File: config.mk
export PLATFORM = sky130hd
export DESIGN_NAME = drt_timer
export DESIGN_NICKNAME = d
export VERILOG_FILES = /design/src/drt_pkg.sv /design/src/drt_tick_if.sv /design/src/drt_timer.sv /design/src/drt_tick_gen.sv
export SDC_FILE = /design/constraint.sdc
export NUM_CORES = 1
export LEC_CHECK = 0
export ABC_AREA = 1
export BUFFER_PORTS_ARGS = -buffer_cell sky130_fd_sc_hd__buf_2
export CAP_MARGIN = 40
export CORE_MARGIN = 10
export CORE_UTILIZATION = 35
export DETAILED_ROUTE_END_ITERATION = 10
export GPL_ROUTABILITY_DRIVEN = 0
export PLACE_DENSITY_LB_ADDON = 0.08
export SLEW_MARGIN = 20
export SYNTH_ARGS = -nofsm -noshare
export SYNTH_HDL_FRONTEND = slang
export SYNTH_SLANG_ARGS = --single-unit
File: constraint.sdc
create_clock -name clk -period 2 [get_ports clk]
set_clock_uncertainty 0.05 [all_clocks]
set_input_delay 0.2 -clock clk [delete_from_list [all_inputs] [get_ports clk]]
set_output_delay 0.2 -clock clk [all_outputs]
set_load 0.01 [all_outputs]
File: src/drt_pkg.sv
// Purpose: Shared constants for the dual mode reload timer
// Assumes: Byte wide register port with byte addresses
// Notes:   Offsets are the byte addresses seen on the register port
package drt_pkg;
    localparam int          DRT_DW            = 8;
    localparam logic [7:0]  DRT_ADDR_CONTROL  = 8'h91;
    localparam logic [7:0]  DRT_ADDR_RELOAD_L = 8'h92;
    localparam logic [7:0]  DRT_ADDR_RELOAD_H = 8'h93;
    localparam logic [7:0]  DRT_ADDR_COUNT_L  = 8'h94;
    localparam logic [7:0]  DRT_ADDR_COUNT_H  = 8'h95;

    // Control register field positions
    localparam int          DRT_BIT_HIGH_OVF  = 7;
    localparam int          DRT_BIT_LOW_OVF   = 6;
    localparam int          DRT_BIT_LOW_IRQEN = 5;
    localparam int          DRT_BIT_SPLIT     = 3;
    localparam int          DRT_BIT_RUN       = 2;
    localparam int          DRT_BIT_ALT_CLK   = 0;

    localparam logic [7:0]  DRT_RESET_BYTE    = 8'h00;
    localparam logic [7:0]  DRT_BYTE_ALL_ONES = 8'hff;
    localparam logic [15:0] DRT_WORD_ALL_ONES = 16'hffff;
    localparam logic [7:0]  DRT_UNMAPPED_READ = 8'h00;

    // Prescaler ratios
    localparam int          DRT_SYS_DIV       = 12;
    localparam int          DRT_EXT_DIV       = 8;
endpackage : drt_pkg

File: src/drt_tick_if.sv
// Purpose: Carries prescaler tick pulses from the tick generator to the timer
// Assumes: One clock domain, ticks are one cycle pulses
// Notes:   Generator drives, timer core consumes
`timescale 1ns/10ps
interface drt_tick_if;
    logic sys_div_tick;
    logic ext_div_tick;

    modport gen (output sys_div_tick, output ext_div_tick);
    modport use_side (input sys_div_tick, input ext_div_tick);
endinterface : drt_tick_if

File: src/drt_timer.sv
// Purpose: 16 bit auto reload timer, or two 8 bit auto reload timers
// Assumes: Byte register port synchronous to clk; interrupt enable from the
//          interrupt controller; clock select bits come from outside
// Notes:   Overflow flags stay set until software writes them low
`timescale 1ns/10ps
module drt_timer
    import drt_pkg::*;
(
    input  wire logic              clk,
    input  wire logic              nrst,
    input  wire logic [7:0]        reg_addr,
    input  wire logic [DRT_DW-1:0] reg_wdata,
    input  wire logic              reg_wr,
    input  wire logic              reg_rd,
    output logic      [DRT_DW-1:0] reg_rdata,
    input  wire logic              high_clock_select,
    input  wire logic              low_clock_select,
    input  wire logic              ext_clk,
    input  wire logic              irq_enable,
    output logic                   irq_req
);
    drt_tick_if ticks ();

    drt_tick_gen #(
        .SYS_DIV (DRT_SYS_DIV),
        .EXT_DIV (DRT_EXT_DIV)
    ) u_tick_gen (
        .clk     (clk),
        .nrst    (nrst),
        .ext_clk (ext_clk),
        .ticks   (ticks.gen)
    );

    logic [7:0] count_low_byte;
    logic [7:0] count_high_byte;
    logic [7:0] reload_low_byte;
    logic [7:0] reload_high_byte;
    logic       high_overflow_flag;
    logic       low_overflow_flag;
    logic       low_overflow_irq_enable;
    logic       split_mode_select;
    logic       run_control;
    logic       alt_clock_select;

    logic       wr_control;
    logic       wr_count_l;
    logic       wr_count_h;
    logic       tick_high;
    logic       tick_low;
    logic       step_word;
    logic       step_low;
    logic       step_high;
    logic       wrap_word;
    logic       wrap_low;
    logic       wrap_high;
    logic       set_high_flag;
    logic       set_low_flag;
    logic [7:0] next_count_low;
    logic [7:0] next_count_high;
    logic [7:0] control_view;

    // Tick source for one byte
    function automatic logic drt_pick_tick(input logic use_sys, input logic use_alt,
                                           input logic div_tick, input logic ext_tick);
        if (use_sys) begin
            return 1'b1;
        end
        return use_alt ? ext_tick : div_tick;
    endfunction : drt_pick_tick

    function automatic logic drt_hit(input logic wr, input logic [7:0] addr,
                                     input logic [7:0] target);
        return wr && (addr == target);
    endfunction : drt_hit

    assign wr_control = drt_hit(reg_wr, reg_addr, DRT_ADDR_CONTROL);
    assign wr_count_l = drt_hit(reg_wr, reg_addr, DRT_ADDR_COUNT_L);
    assign wr_count_h = drt_hit(reg_wr, reg_addr, DRT_ADDR_COUNT_H);

    assign tick_high = drt_pick_tick(high_clock_select, alt_clock_select,
                                     ticks.sys_div_tick, ticks.ext_div_tick);
    assign tick_low  = drt_pick_tick(low_clock_select, alt_clock_select,
                                     ticks.sys_div_tick, ticks.ext_div_tick);

    // Whole word uses the high byte source in 16 bit mode
    assign step_word = !split_mode_select && run_control && tick_high;
    assign step_low  = split_mode_select && tick_low;
    assign step_high = split_mode_select && run_control && tick_high;

    assign wrap_word = step_word &&
                       ({count_high_byte, count_low_byte} == DRT_WORD_ALL_ONES);
    assign wrap_low  = (step_word || step_low) &&
                       (count_low_byte == DRT_BYTE_ALL_ONES);
    assign wrap_high = step_high && (count_high_byte == DRT_BYTE_ALL_ONES);

    assign set_high_flag = wrap_word || wrap_high;
    assign set_low_flag  = wrap_low;

    always_comb begin
        next_count_low  = count_low_byte;
        next_count_high = count_high_byte;
        if (wrap_word) begin
            next_count_low  = reload_low_byte;
            next_count_high = reload_high_byte;
        end else if (step_word) begin
            next_count_low = count_low_byte + 8'h01;
            if (count_low_byte == DRT_BYTE_ALL_ONES) begin
                next_count_high = count_high_byte + 8'h01;
            end
        end else begin
            if (step_low) begin
                next_count_low = wrap_low ? reload_low_byte : count_low_byte + 8'h01;
            end
            if (step_high) begin
                next_count_high = wrap_high ? reload_high_byte
                                            : count_high_byte + 8'h01;
            end
        end
    end

    // Software write wins over a count step in the same cycle
    always_ff @(posedge clk) begin
        if (!nrst) begin
            count_low_byte <= DRT_RESET_BYTE;
        end else if (wr_count_l) begin
            count_low_byte <= reg_wdata;
        end else begin
            count_low_byte <= next_count_low;
        end
    end

    always_ff @(posedge clk) begin
        if (!nrst) begin
            count_high_byte <= DRT_RESET_BYTE;
        end else if (wr_count_h) begin
            count_high_byte <= reg_wdata;
        end else begin
            count_high_byte <= next_count_high;
        end
    end

    always_ff @(posedge clk) begin
        if (!nrst) begin
            reload_low_byte  <= DRT_RESET_BYTE;
            reload_high_byte <= DRT_RESET_BYTE;
        end else begin
            if (drt_hit(reg_wr, reg_addr, DRT_ADDR_RELOAD_L)) begin
                reload_low_byte <= reg_wdata;
            end
            if (drt_hit(reg_wr, reg_addr, DRT_ADDR_RELOAD_H)) begin
                reload_high_byte <= reg_wdata;
            end
        end
    end

    // Plain control bits; unused positions are not stored
    always_ff @(posedge clk) begin
        if (!nrst) begin
            low_overflow_irq_enable <= 1'b0;
            split_mode_select       <= 1'b0;
            run_control             <= 1'b0;
            alt_clock_select        <= 1'b0;
        end else if (wr_control) begin
            low_overflow_irq_enable <= reg_wdata[DRT_BIT_LOW_IRQEN];
            split_mode_select       <= reg_wdata[DRT_BIT_SPLIT];
            run_control             <= reg_wdata[DRT_BIT_RUN];
            alt_clock_select        <= reg_wdata[DRT_BIT_ALT_CLK];
        end
    end

    // Flags: only a software write clears; a same cycle overflow still sets
    always_ff @(posedge clk) begin
        if (!nrst) begin
            high_overflow_flag <= 1'b0;
            low_overflow_flag  <= 1'b0;
        end else begin
            high_overflow_flag <= (wr_control ? reg_wdata[DRT_BIT_HIGH_OVF]
                                              : high_overflow_flag) | set_high_flag;
            low_overflow_flag  <= (wr_control ? reg_wdata[DRT_BIT_LOW_OVF]
                                              : low_overflow_flag) | set_low_flag;
        end
    end

    always_comb begin
        control_view                    = 8'h00;
        control_view[DRT_BIT_HIGH_OVF]  = high_overflow_flag;
        control_view[DRT_BIT_LOW_OVF]   = low_overflow_flag;
        control_view[DRT_BIT_LOW_IRQEN] = low_overflow_irq_enable;
        control_view[DRT_BIT_SPLIT]     = split_mode_select;
        control_view[DRT_BIT_RUN]       = run_control;
        control_view[DRT_BIT_ALT_CLK]   = alt_clock_select;
    end

    // Read data held until the next read
    always_ff @(posedge clk) begin
        if (!nrst) begin
            reg_rdata <= DRT_RESET_BYTE;
        end else if (reg_rd) begin
            case (reg_addr)
                DRT_ADDR_CONTROL:  reg_rdata <= control_view;
                DRT_ADDR_RELOAD_L: reg_rdata <= reload_low_byte;
                DRT_ADDR_RELOAD_H: reg_rdata <= reload_high_byte;
                DRT_ADDR_COUNT_L:  reg_rdata <= count_low_byte;
                DRT_ADDR_COUNT_H:  reg_rdata <= count_high_byte;
                default:           reg_rdata <= DRT_UNMAPPED_READ;
            endcase
        end
    end

    // Level request from the registered flags; same form in both modes
    always_ff @(posedge clk) begin
        if (!nrst) begin
            irq_req <= 1'b0;
        end else begin
            irq_req <= irq_enable &&
                       (high_overflow_flag ||
                        (low_overflow_irq_enable && low_overflow_flag));
        end
    end
endmodule : drt_timer

File: src/drt_tick_gen.sv
// Purpose: Makes the system clock divided by 12 tick and the synchronised
//          external clock divided by 8 tick
// Assumes: External clock below half the system clock rate
// Notes:   Slower external clock only; faster clocks lose edges
`timescale 1ns/10ps
module drt_tick_gen
    import drt_pkg::*;
#(
    parameter int SYS_DIV = DRT_SYS_DIV,
    parameter int EXT_DIV = DRT_EXT_DIV
) (
    input  wire logic clk,
    input  wire logic nrst,
    input  wire logic ext_clk,
    drt_tick_if.gen   ticks
);
    localparam int SW = $clog2(SYS_DIV);
    localparam int EW = $clog2(EXT_DIV);
    localparam logic [SW-1:0] SYS_LAST = SW'(SYS_DIV - 1);
    localparam logic [EW-1:0] EXT_LAST = EW'(EXT_DIV - 1);

    logic [SW-1:0] sys_cnt;
    logic [EW-1:0] ext_cnt;
    logic          ext_meta;
    logic          ext_sync;
    logic          ext_prev;
    logic          ext_rise;

    always_ff @(posedge clk) begin
        if (!nrst) begin
            sys_cnt            <= '0;
            ticks.sys_div_tick <= 1'b0;
        end else if (sys_cnt == SYS_LAST) begin
            sys_cnt            <= '0;
            ticks.sys_div_tick <= 1'b1;
        end else begin
            sys_cnt            <= sys_cnt + 1'b1;
            ticks.sys_div_tick <= 1'b0;
        end
    end

    // Two flop synchroniser; edge detect only on the second stage
    always_ff @(posedge clk) begin
        if (!nrst) begin
            ext_meta <= 1'b0;
            ext_sync <= 1'b0;
            ext_prev <= 1'b0;
        end else begin
            ext_meta <= ext_clk;
            ext_sync <= ext_meta;
            ext_prev <= ext_sync;
        end
    end

    assign ext_rise = ext_sync & ~ext_prev;

    always_ff @(posedge clk) begin
        if (!nrst) begin
            ext_cnt            <= '0;
            ticks.ext_div_tick <= 1'b0;
        end else if (ext_rise) begin
            ext_cnt            <= ext_cnt + 1'b1;
            ticks.ext_div_tick <= (ext_cnt == EXT_LAST);
        end else begin
            ticks.ext_div_tick <= 1'b0;
        end
    end
endmodule : drt_tick_gen

==> results_dict.tcl <==
set metrics [dict create \
    area.growth.synth_to_final_pct 15.7 \
    r2r-start "count_high_byte[0]$_SDFFE_PN0P_" \
    drt_iter0_markers 248 \
    syn-cell-area_sq_um 3410 \
    r2r.worst_path.cells 11 \
    timing.critical_path.from "count_high_byte[0]$_SDFFE_PN0P_" \
    required_ns 2.24 \
    cts_setup_buffers 0 \
    cts_sinks 59 \
    rows 35 \
    top_layer "met4" \
    die_area_sq_um 14100 \
    synth_fa_ha_area_frac 0.0184 \
    pwr-share-clk 0.480 \
    p_int_mw 1.96 \
    yosys.area.top_type "dfxtp_1" \
    cts_made_buffers 9 \
    globalRouteOverflowTotal 0 \
    finalHoldViolations 0 \
    yosys-top-cells-area "dfxtp_1, nand2_1, inv_1" \
    coreArea_sq_um 9370 \
    switching_share 0.255 \
    htreeDepth 3 \
    cts_root_buf "clkbuf_8" \
    antenna_left 0 \
    wl_per_cell_um 16.1 \
    status "completed" \
    finalSetupViolations 0 \
    synth.area.mux_share 0 \
    yosysUniqueCellTypes 34 \
    synth_top_family_by_area "simple AND/OR/NAND/NOR gates" \
    worstSetupStartpointType "flip-flop" \
    wl_met2_um 4670 \
    cp.arrival_ns 2.10 \
    antenna_found_initial 0 \
    min_path_cells 3 \
    synth_xor_area_frac 0.0231 \
    min_to "irq_req$_SDFF_PN0_" \
    drcViolationCount 0 \
    total_power_mw 2.63 \
    synth_compound_area_frac 0.143 \
    via_count 3341 \
    drt_wl_total_um 10800 \
    syn_nets 528 \
    crit_type "flip-flop to flip-flop" \
    mostFrequentLayoutCell "nand2_1" \
    tightest_slew_ns 0.511 \
    setup_tns_ns 0 \
    worstHoldStart "irq_enable" \
    clockBufferDepth 2 \
    syn_avg_cell_area_sq_um 6.83 \
    dpl.hpwl_um 8120 \
    fin_crit_sh 0.931 \
    synthSimpleGateAreaFrac 0.360 \
    power_switching_mw 0.669 \
    synthCells 499 \
    track_usage 0.153 \
    grt_max_degree 36 \
    cts.reportedPaths.clkPinSlew_ns 0.08 \
    clkLatencyLatePin_ns 0.35 \
    r2r_end "count_high_byte[6]$_SDFFE_PN0P_" \
    drv_cap 0 \
    die_h_um 119 \
    final_cell_mix "nand2_1, inv_1, dfxtp_1" \
    post_cts_resized 0 \
    die_x_um 119 \
    wl_met1_um 5210 \
    synth_warnings 0 \
    initial_core_util 0.363 \
    synth_top_area_share 0.347 \
    path_max_fanout 8 \
    slew_viol_final 0 \
    cts_hold_buf 1 \
    total_leakage_power_nw 1.76 \
    viasPerCell 4.98 \
    p_comb_frac 0.063 \
    crit_path_end_kind "flip-flop" \
    finalCriticalPeriod_ns 1.86 \
    power_density_nw_per_um2 666 \
    peakVddDrop_v 0.000300 \
    grt_pass1_wl_um 17400 \
    num_antenna_cells 0 \
    ios 33 \
    ys_ff_latch 59 \
    seqPwrFrac 0.457 \
    dr_wl_met3_um 682 \
    grt_pass1_vias 3283 \
    drive_gt1_frac 0.177 \
    io_buffers 32 \
    hp-class "input port to flip-flop" \
    cts_tree "built" \
    synth_seq_area_share 0.347 \
    rsz0062_at_grt "no" \
    first_pass_iters 5 \
    reg2reg_slack_ns 0.14 \
    fmax_mhz 537 \
    max-slew-margin-rel 0.658 \
    nNetsFinal 566 \
]
==> synthesized netlist by cell type <==
cell type	instances
dfxtp_1	59
a21oi_2	3
nand2_2	7
o21ai_1	2
nor2_8	1
buf_2	1
buf_6	1
buf_12	1
xor2_1	7
ha_1	5
nand2_4	7
nor2_4	8
nor4_1	2
nor3b_1	1
a21oi_1	36
nand3b_1	3
o21ai_0	44
clkinv_4	1
nor3_4	1
nand3_4	2
nor2_2	2
inv_2	6
or2_2	1
nor3_1	7
o22ai_1	8
nand2_1	107
nand4_1	3
nand3_1	44
nand3_2	3
nor2_1	41
nor3_2	2
xnor2_1	2
clkbuf_1	7
inv_1	74
==> how the worst max path moves through the flow <==
stage / depth (start not counted) / endpoint / slack, ns
floorplan: 11 / count_high_byte[6]$_SDFFE_PN0P_ / 0.48
global placement: 11 / count_high_byte[6]$_SDFFE_PN0P_ / 0.19
detailed placement: 11 / count_high_byte[6]$_SDFFE_PN0P_ / 0.17
CTS: 11 / count_high_byte[6]$_SDFFE_PN0P_ / 0.16
global route: 11 / count_high_byte[6]$_SDFFE_PN0P_ / 0.008
finish: 11 / count_high_byte[6]$_SDFFE_PN0P_ / 0.14
==> sequential cells by signal, summed over array words and instances, names as in the netlist, 3 cells and up <==
register            flops
count_high_byte         8
count_low_byte          8
reg_rdata               8
reload_high_byte        8
reload_low_byte         8
u_tick_gen.sys_cnt      4
u_tick_gen.ext_cnt      3
==> routing by layer <==
metal / vias up / global-route usage
met5: - / 0
li1: 1670 / -
met4: 0 / 0.0534
met2: 108 / 0.236
met1: 1544 / 0.206
met3: 19 / 0.0338
==> stage by stage <==
stage | instances | cell area [sq um] | setup WS, ns | hold WS [ns] | utilization
after CTS | 671 | 3940 | 0.156 | 0.0209 | 0.421
final | 671 | 3940 | 0.138 | 0.0300 | 0.421
after global placement | 654 | 3710 | 0.192 | 0.341 | 0.396
after detailed placement | 654 | 3710 | 0.171 | 0.344 | 0.396
after global routing | 671 | 3940 | 0.00824 | 0.0469 | 0.421
after floorplan | 499 | 3410 | 0.481 | 0.248 | -
==> power groups by stage <==
stage                     clock (mW)  sequential [mW]  combinational, mW
after CTS                       1.30             1.20              0.167
after global placement             0             1.23              0.163
after detailed placement           0             1.23              0.164
after floorplan                    0             1.23             0.0757
final                           1.26             1.20              0.166
after global routing            1.34             1.20              0.182
==> final cells by class <==
cell class / count / area, sq um
tap: 129 / 161
clock inverter: 7 / 100
clock buffer: 9 / 124
inverter: 81 / 309
fill: 1045 / 5430
multi-input combinational: 349 / 1850
sequential: 59 / 1180
timing repair buffer: 37 / 213
==> critical path: stages (launching register included) <==
cell	delay [ns]
dfxtp_1	0.45
ha_1	0.23
nand2_1	0.13
nor2_4	0.15
nand2_4	0.09
nor2_2	0.16
inv_2	0.10
nand2_4	0.13
nand2_2	0.09
nand2_1	0.07
nand2_1	0.06
a21oi_2	0.10
==> cells by family (layout without fill, tap and decap cells) <==
group	Yosys count	after routing
AND/OR/NAND/NOR	242	242
AO/OA/AOI/OAI	93	93
buffers and inverters	91	134
flip-flops	59	59
XOR/XNOR	9	9
adder cells (fa/ha/maj)	5	5
Note: power is estimated with default switching activity, not from simulation.
